$ cat config.mk
export PLATFORM = sky130hd
export DESIGN_NAME = fbcs_top
export DESIGN_NICKNAME = d
export VERILOG_FILES = /design/src/hw/fbcs_pkg.sv /design/src/hw/fbcs_wave_if.sv /design/src/hw/fbcs_toggler.sv /design/src/hw/fbcs_top.sv
export VERILOG_INCLUDE_DIRS = /design/src /design/src/hw
export SDC_FILE = /design/constraint.sdc
export NUM_CORES = 1
export LEC_CHECK = 0
export ABC_AREA = 1
export BUFFER_PORTS_ARGS = -buffer_cell sky130_fd_sc_hd__buf_2
export CORE_MARGIN = 2
export CORE_UTILIZATION = 65
export CTS_BUF_LIST = sky130_fd_sc_hd__clkbuf_4
export CTS_CLUSTER_DIAMETER = 50
export DETAILED_ROUTE_END_ITERATION = 8
export GPL_ROUTABILITY_DRIVEN = 0
export PLACE_DENSITY = 0.83
export SYNTH_ARGS = -nofsm -noshare
export SYNTH_HDL_FRONTEND = slang
export SYNTH_SLANG_ARGS = --single-unit
$ cat constraint.sdc
create_clock -name clk_i -period 3 [get_ports clk_i]
set_clock_uncertainty 0.15 [all_clocks]
set_input_delay 0.15 -clock clk_i [delete_from_list [all_inputs] [get_ports clk_i]]
set_output_delay 0.15 -clock clk_i [all_outputs]
set_load 0.03 [all_outputs]
$ cat src/hw/fbcs_consts.svh
// Constants of the fast battery charge sequencer
// How it works
// - Fast charge ends after 655,360 mains pulses, then trickle follows.
// - A start delay of 7680 mains pulses follows battery insertion; a timer reset skips it.
// - Delay and charge counters both advance only on rectified mains pulses.
// - Fast charge never starts above the high or below the low limit.
// - Absolute temperature flag during fast charge ends the cycle at once.
// - Over-ambient flag during fast charge ends the cycle.
// - Rate input high gives 7/8 fast duty, low gives 7/16.
// - Rate changes only alter duty, never the charge time counting.
// - Outside fast charge, with a battery present, trickle at 1/16 (full rate) or 1/32 (half rate).
// - Hold variant: override high forces trickle regardless of fast state.
// - Hold variant: charge timer keeps counting while trickle is forced.
// - Hold variant: override low resumes fast charge unless timer expired.
// - Reset variant: override falling edge clears timer, starts new cycle.
// - Zero crossings on battery sense mean no battery; charging waits.
// - Each conducting half-cycle carries a 1.5 kHz gate pulse train.
// - Indicator steady with no battery, in delay and trickle; 3 Hz in fast.
`ifndef FBCS_CONSTS_SVH
`define FBCS_CONSTS_SVH

`define FBCS_CHARGE_LIMIT  20'hA0000
`define FBCS_DELAY_LIMIT   13'h1E00
`define FBCS_QUIET_PULSES  3'h4

`define FBCS_CLK_HZ        250000000
`define FBCS_GATE_HZ       1500
`define FBCS_IND_HZ        3
`define FBCS_GATE_HALF_CYC (`FBCS_CLK_HZ / (2 * `FBCS_GATE_HZ))
`define FBCS_IND_HALF_CYC  (`FBCS_CLK_HZ / (2 * `FBCS_IND_HZ))

`define FBCS_FAST_FULL_SKIP 3'h7
`define FBCS_FAST_HALF_ON   4'h7
`define FBCS_TRKL_FULL_SLOT 4'h0
`define FBCS_TRKL_HALF_SLOT 5'h00

`endif

$ cat src/hw/fbcs_pkg.sv
// Types shared by the charge sequencer modules
package fbcs_pkg;

    typedef enum logic [2:0] {
        FBCS_NO_BATT,
        FBCS_DELAY,
        FBCS_WAIT_TEMP,
        FBCS_FAST,
        FBCS_TRICKLE
    } fbcs_state_t;

    typedef enum logic [1:0] {
        FBCS_DUTY_FAST_FULL,
        FBCS_DUTY_FAST_HALF,
        FBCS_DUTY_TRKL_FULL,
        FBCS_DUTY_TRKL_HALF
    } fbcs_duty_t;

endpackage : fbcs_pkg

$ cat src/hw/fbcs_wave_if.sv
// Run request and square wave between sequencer and wave generator
`timescale 1ns/1ps
interface fbcs_wave_if;
    logic run;
    logic wave;

    modport gen  (input run, output wave);
    modport sink (output run, input wave);
endinterface : fbcs_wave_if

$ cat src/hw/fbcs_toggler.sv
// Square wave generator that runs while requested
`timescale 1ns/1ps
module fbcs_toggler #(
    parameter int unsigned HALF = 2
) (
    input  wire logic  clk_i,
    input  wire logic  nrst_i,
    fbcs_wave_if.gen   w
);
    import fbcs_pkg::*;

    localparam int unsigned W = $clog2(HALF + 1);
    localparam logic [W-1:0] LAST = W'(HALF - 1);

    logic [W-1:0] cnt;

    // Idle low, so a stopped wave never leaves a pulse hanging
    always_ff @(posedge clk_i or negedge nrst_i) begin
        if (!nrst_i) begin
            cnt    <= '0;
            w.wave <= 1'b0;
        end else if (!w.run) begin
            cnt    <= '0;
            w.wave <= 1'b0;
        end else if (cnt == LAST) begin
            cnt    <= '0;
            w.wave <= ~w.wave;
        end else begin
            cnt    <= cnt + 1'b1;
        end
    end

endmodule : fbcs_toggler

$ cat src/hw/fbcs_top.sv
// Fast battery charge sequencer: timing, duty selection and gate drive
`timescale 1ns/1ps
`include "fbcs_consts.svh"
module fbcs_top #(
    parameter int unsigned GATE_HALF = `FBCS_GATE_HALF_CYC,
    parameter int unsigned IND_HALF  = `FBCS_IND_HALF_CYC
) (
    input  wire logic          clk_i,
    input  wire logic          nrst_i,
    input  wire logic          mains_pulse_i,
    input  wire logic          batt_sense_i,
    input  wire logic          rate_full_i,
    input  wire logic          override_i,
    input  wire logic          hold_variant_i,
    input  wire logic          absolute_temp_limit_flag_i,
    input  wire logic          upper_start_limit_flag_i,
    input  wire logic          lower_start_limit_flag_i,
    input  wire logic          over_ambient_limit_flag_i,
    output logic               thyristor_gate_pulse_o,
    output logic               indicator_output_o,
    output logic               fast_charge_o,
    output logic               battery_present_o,
    output logic               timer_expired_o,
    output fbcs_pkg::fbcs_state_t state_o
);
    import fbcs_pkg::*;

    fbcs_state_t  state;
    fbcs_state_t  next_state;
    fbcs_duty_t   duty;

    logic         mains_q;
    logic         mains_edge;
    logic         override_q;
    logic         override_fall;
    logic         zc_pend;
    logic [2:0]   quiet_cnt;
    logic         present;
    logic [12:0]  delay_cnt;
    logic [19:0]  charge_cnt;
    logic         delay_done;
    logic         charge_done;
    logic         forced_trickle;
    logic         fast_eff;
    logic         timer_reset;
    logic [4:0]   frame;
    logic         fire_now;
    logic         fire_half;
    logic         expired;

    fbcs_wave_if  gate_w ();
    fbcs_wave_if  ind_w ();

    // Edge detection on the synchronous pins
    always_ff @(posedge clk_i or negedge nrst_i) begin
        if (!nrst_i) begin
            mains_q    <= 1'b0;
            override_q <= 1'b0;
        end else begin
            mains_q    <= mains_pulse_i;
            override_q <= override_i;
        end
    end

    // Edge registers reset low, the resting level of both pins,
    // so no false edge follows reset
    assign mains_edge    = mains_pulse_i & ~mains_q;
    assign override_fall = override_q & ~override_i;
    assign timer_reset   = override_fall & ~hold_variant_i;

    // A low sense level anywhere in a half-cycle counts as a zero crossing.
    // The new sample wins over the clear at the mains edge.
    always_ff @(posedge clk_i or negedge nrst_i) begin
        if (!nrst_i) begin
            zc_pend <= 1'b0;
        end else if (mains_edge) begin
            zc_pend <= ~batt_sense_i;
        end else if (!batt_sense_i) begin
            zc_pend <= 1'b1;
        end
    end

    // Presence needs several quiet half-cycles, to ride out noise
    always_ff @(posedge clk_i or negedge nrst_i) begin
        if (!nrst_i) begin
            quiet_cnt <= 3'h0;
        end else if (!batt_sense_i) begin
            quiet_cnt <= 3'h0;
        end else if (mains_edge) begin
            if (zc_pend) begin
                quiet_cnt <= 3'h0;
            end else if (quiet_cnt != `FBCS_QUIET_PULSES) begin
                quiet_cnt <= quiet_cnt + 3'h1;
            end
        end
    end

    assign present = (quiet_cnt == `FBCS_QUIET_PULSES);

    // Start delay counter, live only in the delay state
    always_ff @(posedge clk_i or negedge nrst_i) begin
        if (!nrst_i) begin
            delay_cnt <= 13'h0000;
        end else if (state != FBCS_DELAY) begin
            delay_cnt <= 13'h0000;
        end else if (mains_edge) begin
            delay_cnt <= delay_cnt + 13'h0001;
        end
    end

    assign delay_done = mains_edge
                        && (delay_cnt == `FBCS_DELAY_LIMIT - 13'h0001);

    // Charge timer ignores the rate input and the override level
    always_ff @(posedge clk_i or negedge nrst_i) begin
        if (!nrst_i) begin
            charge_cnt <= 20'h00000;
        end else if (state != FBCS_FAST) begin
            charge_cnt <= 20'h00000;
        end else if (mains_edge) begin
            charge_cnt <= charge_cnt + 20'h00001;
        end
    end

    assign charge_done = mains_edge
                         && (charge_cnt == `FBCS_CHARGE_LIMIT - 20'h00001);

    assign forced_trickle = hold_variant_i & override_i;
    assign fast_eff       = (state == FBCS_FAST) && !forced_trickle;

    // Sequencing; removal and timer reset override everything else.
    // A timer reset skips the start delay but still waits for the limits.
    always_comb begin
        next_state = state;
        case (state)
            FBCS_NO_BATT: begin
                if (present) begin
                    next_state = FBCS_DELAY;
                end
            end
            FBCS_DELAY: begin
                if (delay_done) begin
                    next_state = FBCS_WAIT_TEMP;
                end
            end
            FBCS_WAIT_TEMP: begin
                if (!upper_start_limit_flag_i
                    && !lower_start_limit_flag_i) begin
                    next_state = FBCS_FAST;
                end
            end
            FBCS_FAST: begin
                if (absolute_temp_limit_flag_i) begin
                    next_state = FBCS_TRICKLE;
                end else if (over_ambient_limit_flag_i) begin
                    next_state = FBCS_TRICKLE;
                end else if (charge_done) begin
                    next_state = FBCS_TRICKLE;
                end
            end
            FBCS_TRICKLE: begin
                next_state = FBCS_TRICKLE;
            end
            default: begin
                next_state = FBCS_NO_BATT;
            end
        endcase
        if (timer_reset) begin
            next_state = FBCS_WAIT_TEMP;
        end
        if (!present) begin
            next_state = FBCS_NO_BATT;
        end
    end

    always_ff @(posedge clk_i or negedge nrst_i) begin
        if (!nrst_i) begin
            state <= FBCS_NO_BATT;
        end else begin
            state <= next_state;
        end
    end

    // Expiry stays visible until a new cycle or a removal
    always_ff @(posedge clk_i or negedge nrst_i) begin
        if (!nrst_i) begin
            expired <= 1'b0;
        end else if (state == FBCS_FAST && charge_done) begin
            expired <= 1'b1;
        end else if (timer_reset || next_state == FBCS_NO_BATT) begin
            expired <= 1'b0;
        end
    end

    // Duty choice; rate is read live so a change takes the next half-cycle
    always_comb begin
        if (fast_eff) begin
            duty = rate_full_i ? FBCS_DUTY_FAST_FULL
                               : FBCS_DUTY_FAST_HALF;
        end else begin
            duty = rate_full_i ? FBCS_DUTY_TRKL_FULL
                               : FBCS_DUTY_TRKL_HALF;
        end
    end

    always_comb begin
        case (duty)
            FBCS_DUTY_FAST_FULL: begin
                fire_now = (frame[2:0] != `FBCS_FAST_FULL_SKIP);
            end
            FBCS_DUTY_FAST_HALF: begin
                fire_now = (frame[3:0] < `FBCS_FAST_HALF_ON);
            end
            FBCS_DUTY_TRKL_FULL: begin
                fire_now = (frame[3:0] == `FBCS_TRKL_FULL_SLOT);
            end
            FBCS_DUTY_TRKL_HALF: begin
                fire_now = (frame == `FBCS_TRKL_HALF_SLOT);
            end
            default: begin
                fire_now = 1'b0;
            end
        endcase
    end

    // Frame of 32 half-cycles covers every duty pattern
    always_ff @(posedge clk_i or negedge nrst_i) begin
        if (!nrst_i) begin
            frame <= 5'h00;
        end else if (mains_edge) begin
            frame <= frame + 5'h01;
        end
    end

    // Firing decision is held for the whole half-cycle
    always_ff @(posedge clk_i or negedge nrst_i) begin
        if (!nrst_i) begin
            fire_half <= 1'b0;
        end else if (!present) begin
            fire_half <= 1'b0;
        end else if (mains_edge) begin
            fire_half <= fire_now;
        end
    end

    assign gate_w.run = fire_half;
    assign ind_w.run  = fast_eff;

    fbcs_toggler #(
        .HALF (GATE_HALF)
    ) u_gate (
        .clk_i  (clk_i),
        .nrst_i (nrst_i),
        .w      (gate_w.gen)
    );

    fbcs_toggler #(
        .HALF (IND_HALF)
    ) u_ind (
        .clk_i  (clk_i),
        .nrst_i (nrst_i),
        .w      (ind_w.gen)
    );

    // All outputs registered
    always_ff @(posedge clk_i or negedge nrst_i) begin
        if (!nrst_i) begin
            thyristor_gate_pulse_o <= 1'b0;
            indicator_output_o     <= 1'b1;
        end else begin
            thyristor_gate_pulse_o <= gate_w.wave;
            indicator_output_o     <= fast_eff ? ind_w.wave
                                               : 1'b1;
        end
    end

    always_ff @(posedge clk_i or negedge nrst_i) begin
        if (!nrst_i) begin
            fast_charge_o     <= 1'b0;
            battery_present_o <= 1'b0;
            timer_expired_o   <= 1'b0;
            state_o           <= FBCS_NO_BATT;
        end else begin
            fast_charge_o     <= fast_eff;
            battery_present_o <= present;
            timer_expired_o   <= expired;
            state_o           <= state;
        end
    end

endmodule : fbcs_top

Word level (Yosys, flattened, before mapping)
Index checks and enable logic that the tools add are counted.

Add/sub/neg operators: 6. Magnitude comparators: 1. Equality and inequality tests: 21. Mux-type cells: 35. Reductions and logical operators: 18. Bitwise gates (word level): 10.

Operator list (number): two-way mux 26 bit (2); two-way mux 20 bit (2); two-way mux 17 bit (2); two-way mux 3 bit (11); adder 26 x 1 -> 26 bit, second input constant (1); equality test 26 bit, second input constant (1); two-way mux 13 bit (2); adder 20 x 1 -> 20 bit, second input constant (1); equality test 20 bit, second input constant (1); adder 17 x 1 -> 17 bit, second input constant (1); equality test 17 bit, second input constant (1); one-hot mux 3 bit (5 select lines) (1); adder 13 x 1 -> 13 bit, second input constant (1); equality test 13 bit, second input constant (1); two-way mux 1 bit (13); equality test 3 x 2 -> 1 bit, second input constant (2); equality test 3 bit, second input constant (2); zero test 3 bit (2); != test 2 x 1 -> 1 bit, second input constant (3); != test 3 x 1 -> 1 bit, second input constant (2); != test 3 bit, second input constant (2); inverter 1 bit (6); nonzero test 2 bit (3); adder 5 x 1 -> 5 bit, second input constant (1); 17 further kinds (27).

Logic and storage cells: 111. Input port bits: 11. Output and inout bits: 8. Register bits: 102.

Depth between registers and ports, before layout
Word-level depth: 13. Depth in mapped cells: 10. Depth with buffers taken out: 10.

Modules after synthesis
A second synthesis with hierarchy kept.

Cell total of the unflattened synthesis: 786. Area, all modules: 5766.8 µm².

Modules (own cells, without submodules): fbcs_top (seq. area each 1427.6 µm², cells an instance 390, instances 1, area each 3034.2 µm²); fbcs_toggler (u_ind) (seq. area each 675.6 µm², cells an instance 247, instances 1, area each 1682.9 µm²); fbcs_toggler (u_gate) (seq. area each 450.4 µm², cells an instance 149, instances 1, area each 1049.8 µm²).

Worst setup path before layout
Ideal clock, no wire load.

Path kind: register -> register. Start point: reg u_ind.cnt[0]. End point: reg u_ind.cnt[16]. Period minus slack after synthesis: 1.631 ns. Slack: 1.369 ns. Buffers on the path: 0. Data required time: 2.729 ns. Cell stages (with the launch flop): 9. Arrival time: 1.360 ns. Cell sequence: dfrtp_1 > ha_1 > nand3_1 > inv_1 > nand2_1 > nor2_1 > or2_2 > nand3_1 > nor2_1.

Word-level cells in the longest chain between the ends: 3.

RTL lines: start: declaration (line fbcs_toggler.sv:15) `logic [W-1:0] cnt;`; start signal: assignment (line fbcs_toggler.sv:29) `cnt <= cnt + 1'b1;`; adder 26 x 1 -> 26 bit or equality test 26 bit (tied branches) (line fbcs_toggler.sv:29, fbcs_toggler.sv:25); two-way mux 26 bit * (line fbcs_toggler.sv:25) `end else if (cnt == LAST) begin`; two-way mux 26 bit * (line fbcs_toggler.sv:22) `end else if (!w.run) begin`.

Every way passes the cells marked *; elsewhere a longest branch is shown, timed or not. A chain may end at the register's enable or synchronous reset.

Worst setup path in the final report
Start point: reg mains_q. End point: reg delay_cnt[11].

Word-level cells in the longest chain between the ends: 3.

RTL lines: start: declaration (line fbcs_top.sv:32) `logic mains_q;`; start signal: assignment (line fbcs_top.sv:60) `mains_q <= mains_pulse_i;`; inverter 1 bit (line fbcs_top.sv:67) `assign mains_edge = mains_pulse_i & ~mains_q;`; bitwise AND 1 bit (line fbcs_top.sv:67); nonzero test 2 bit (no source line); end signal: assignment (line fbcs_top.sv:107) `delay_cnt <= delay_cnt + 13'h0001;`; end: declaration (line fbcs_top.sv:39) `logic [12:0] delay_cnt;`.

No other way between the ends.

==> metrics.yaml <==
status: "complete, no violations"
synth_fp_nets: 762
max_stage_delay_ps: 440
maxSlewHeadroom_pct: 46.8
min_period_ps: 1950
ys_seq_elements: 102
coreArea_sq_um: 8180
post_drt_wl_per_cell_um: 12.9
cts_tree: "yes"
post-dp-hpwl_um: 8240
synth_cells: 740
min_period_over_period_pct: 65.1
synth_commonest_cells: "nand2_1, nor2_1, dfrtp_1, inv_1, nand3_1"
cts.reportedPaths.clkPinSlew_ps: 160
cts_resized: 0
die_h_um: 95.7
worstPathBufferInverterCount: 1
yosysUniqueCellTypes: 34
report.final.setup_viol: 0
cts_sinks: 102
crit_type: "flip-flop to flip-flop"
worstPathArrival_ps: 2190
yosysTopAreaCellShare_pct: 46.3
ios: 19
viasPerCell: 5.42
syn_area_sq_um: 5460
htreeDepth: 3
antenna_found_initial: 0
critical_path.cell_chain: "inv_1 -> nand2_1 -> nor3_2 -> nand2_1 -> nor2_1 -> nand2_1 -> nand2_1 -> nand2_1 -> nor2_1"
rows: 33
drive_gt1_share_pct: 6.31
clock_latency_ps: 450
num_vias: 4778
seq_area_frac_synth_pct: 46.8
cts_root_buf: "clkbuf_4"
cts_buffers: 9
cpMaxStageDelayCell: "dfrtp_1"
hold_path_class: "input pin to asynchronous set/reset pin"
powerDensity_nw_per_um2: 394
antenna_cells: 0
clock_path_buffers: 2
grt_pass1_vias: 4699
gr-total-overflow: 0
ant_nets: 0
die-area_sq_um: 9150
cp.required_ps: 3240
synth_area_leader_cell: "dfrtp_1"
ys.flop_type: "dfrtp_1"
firstDrtPassIters: 5
grt_pass1_wl_um: 19700
rsz0062_at_grt: "false"
cp-start-kind: "flip-flop"
grt_use_total_pct: 27.3
ys_warn_count: 0
grt_max_degree: 59
port_buffers: 18
power_w: 0.00233
endpoint_kind: "flip-flop"
routed_wl_um: 11300
path_delay_family: "simple AND/OR/NAND/NOR gates"
crit_top_cell: "nand2_1"
fmax_mhz: 512
ir_drop_uv: 330
drtIter0Drc: 255
drv_cap: 0
drcViolationCount: 0
synth_area_leaders: "dfrtp_1, nand2_1, nor2_1, inv_1, nand3_1"
synth-async-reset-ratio_pct: 100
die_w_um: 95.7
post_synth.cell_area_avg_sq_um: 7.38
leakagePower_nw: 2.58
nets: 794
worstRegToRegCells: 9
setup_tns_ps: 0
synth_edf_count: 0
drv_slew: 0
cp.depth: 9
hold_viol: 0
start_util_pct: 66.8
path_max_fanout: 15
area_growth_pct: 8.20
max_slew.worst_pin.slew_ps: 794
synth_most_common_cell: "nand2_1"
metrics by stage:
| step | cell area [sq um] | utilization [%] | std cells | worst slack [ps] | hold slack (ps) |
|---|---|---|---|---|---|
| after CTS | 5910 | 72.3 | 882 | 1080 | 1.59 |
| after detailed placement | 5670 | 69.3 | 856 | 1130 | 36.9 |
| final | 5910 | 72.3 | 882 | 1050 | 61.0 |
| after global placement | 5670 | 69.3 | 856 | 1220 | 34.0 |
| after floorplan | 5460 | - | 740 | 1370 | -296 |
| after global routing | 5910 | 72.3 | 882 | 850 | 65.7 |
worst paths after layout:
path / to / from / slack [ps]
max in group asynchronous: charge_cnt[6] / nrst_i / 1930
max: delay_cnt[11] / mains_q / 1050
min in group clk_i: state[1] / over_ambient_limit_flag_i / 70
max reg2reg: delay_cnt[11] / mains_q / 1050
min reg2reg: timer_expired_o / expired / 280
min: u_ind.cnt[4] / nrst_i / 60
state kept, by name (all words and copies together), names as in the netlist, 3 cells and up:
| name | cells |
|---|---|
| charge_cnt | 20 |
| delay_cnt | 13 |
| frame | 5 |
| quiet_cnt | 3 |
| state | 3 |
| state_o | 3 |
| u_gate.cnt | 17 |
| u_ind.cnt | 26 |
where the power goes:
part | switching (W) | leakage (nW) | internal [W]
logic | 0.0000930 | 1.10 | 0.0000601
registers | 0.0000315 | 1.41 | 0.00141
clock network | 0.000457 | 0.0751 | 0.000276
total | 0.000582 | 2.58 | 0.00174
layout by cell type (no fill, tap or decap), types with 2 or more instances in the layout:
master,n
clkbuf_4,11
a211oi_1,2
nand4_1,12
xnor2_1,4
nor2_2,2
xor2_1,16
dfrtp_1,101
a2bb2oi_1,2
or2_2,5
nand3_1,58
o21ai_1,2
o21bai_1,2
a21oi_1,24
dlygate4sd3_1,10
nand2_1,187
nor2_1,154
nor3_1,20
ha_1,11
inv_1,91
o21ai_0,24
clkinv_1,2
buf_2,17
nor3_2,2
repair_timing:
action                    4_1_cts  5_1_grt
hold endpoints to repair       93        0
hold buffers                   10        0
buffers inserted                0        0
worst register-to-register path: cells and delay by family (launching register included):
family / cells / cell delay, ps
buffers and inverters: 1 / 60
DFF: 1 / 440
and+or+nand+nor: 8 / 1240
cell type report:
class,instances,area [sq um]
well taps,105,131
repair buffers,29,213
inverters,93,349
clock buffers,11,82.6
multi-input cells,537,2520
flip-flops and latches,102,2550
clock inverters,5,58.8
fillers,639,2270
cells by family (layout without fill, tap and decap cells):
group,Yosys count,in the layout,synth area share [%]
simple gates,446,446,34.3
flops,102,102,46.8
buf+inv,101,138,7.08
compound gates,60,60,6.16
xor+xnor,20,20,3.21
fa+ha+maj,11,11,2.52
routing by layer:
metal / global-route usage (%) / share of wire [%] / up-vias
met5: 0 / 0 / -
met4: 10.2 / 1.7 / 0
met3: 5.06 / 4.2 / 22
met2: 47.1 / 49 / 134
met1: 34.2 / 45 / 2220
li1: - / - / 2402
No activity file was read; power rests on OpenSTA's default activity.
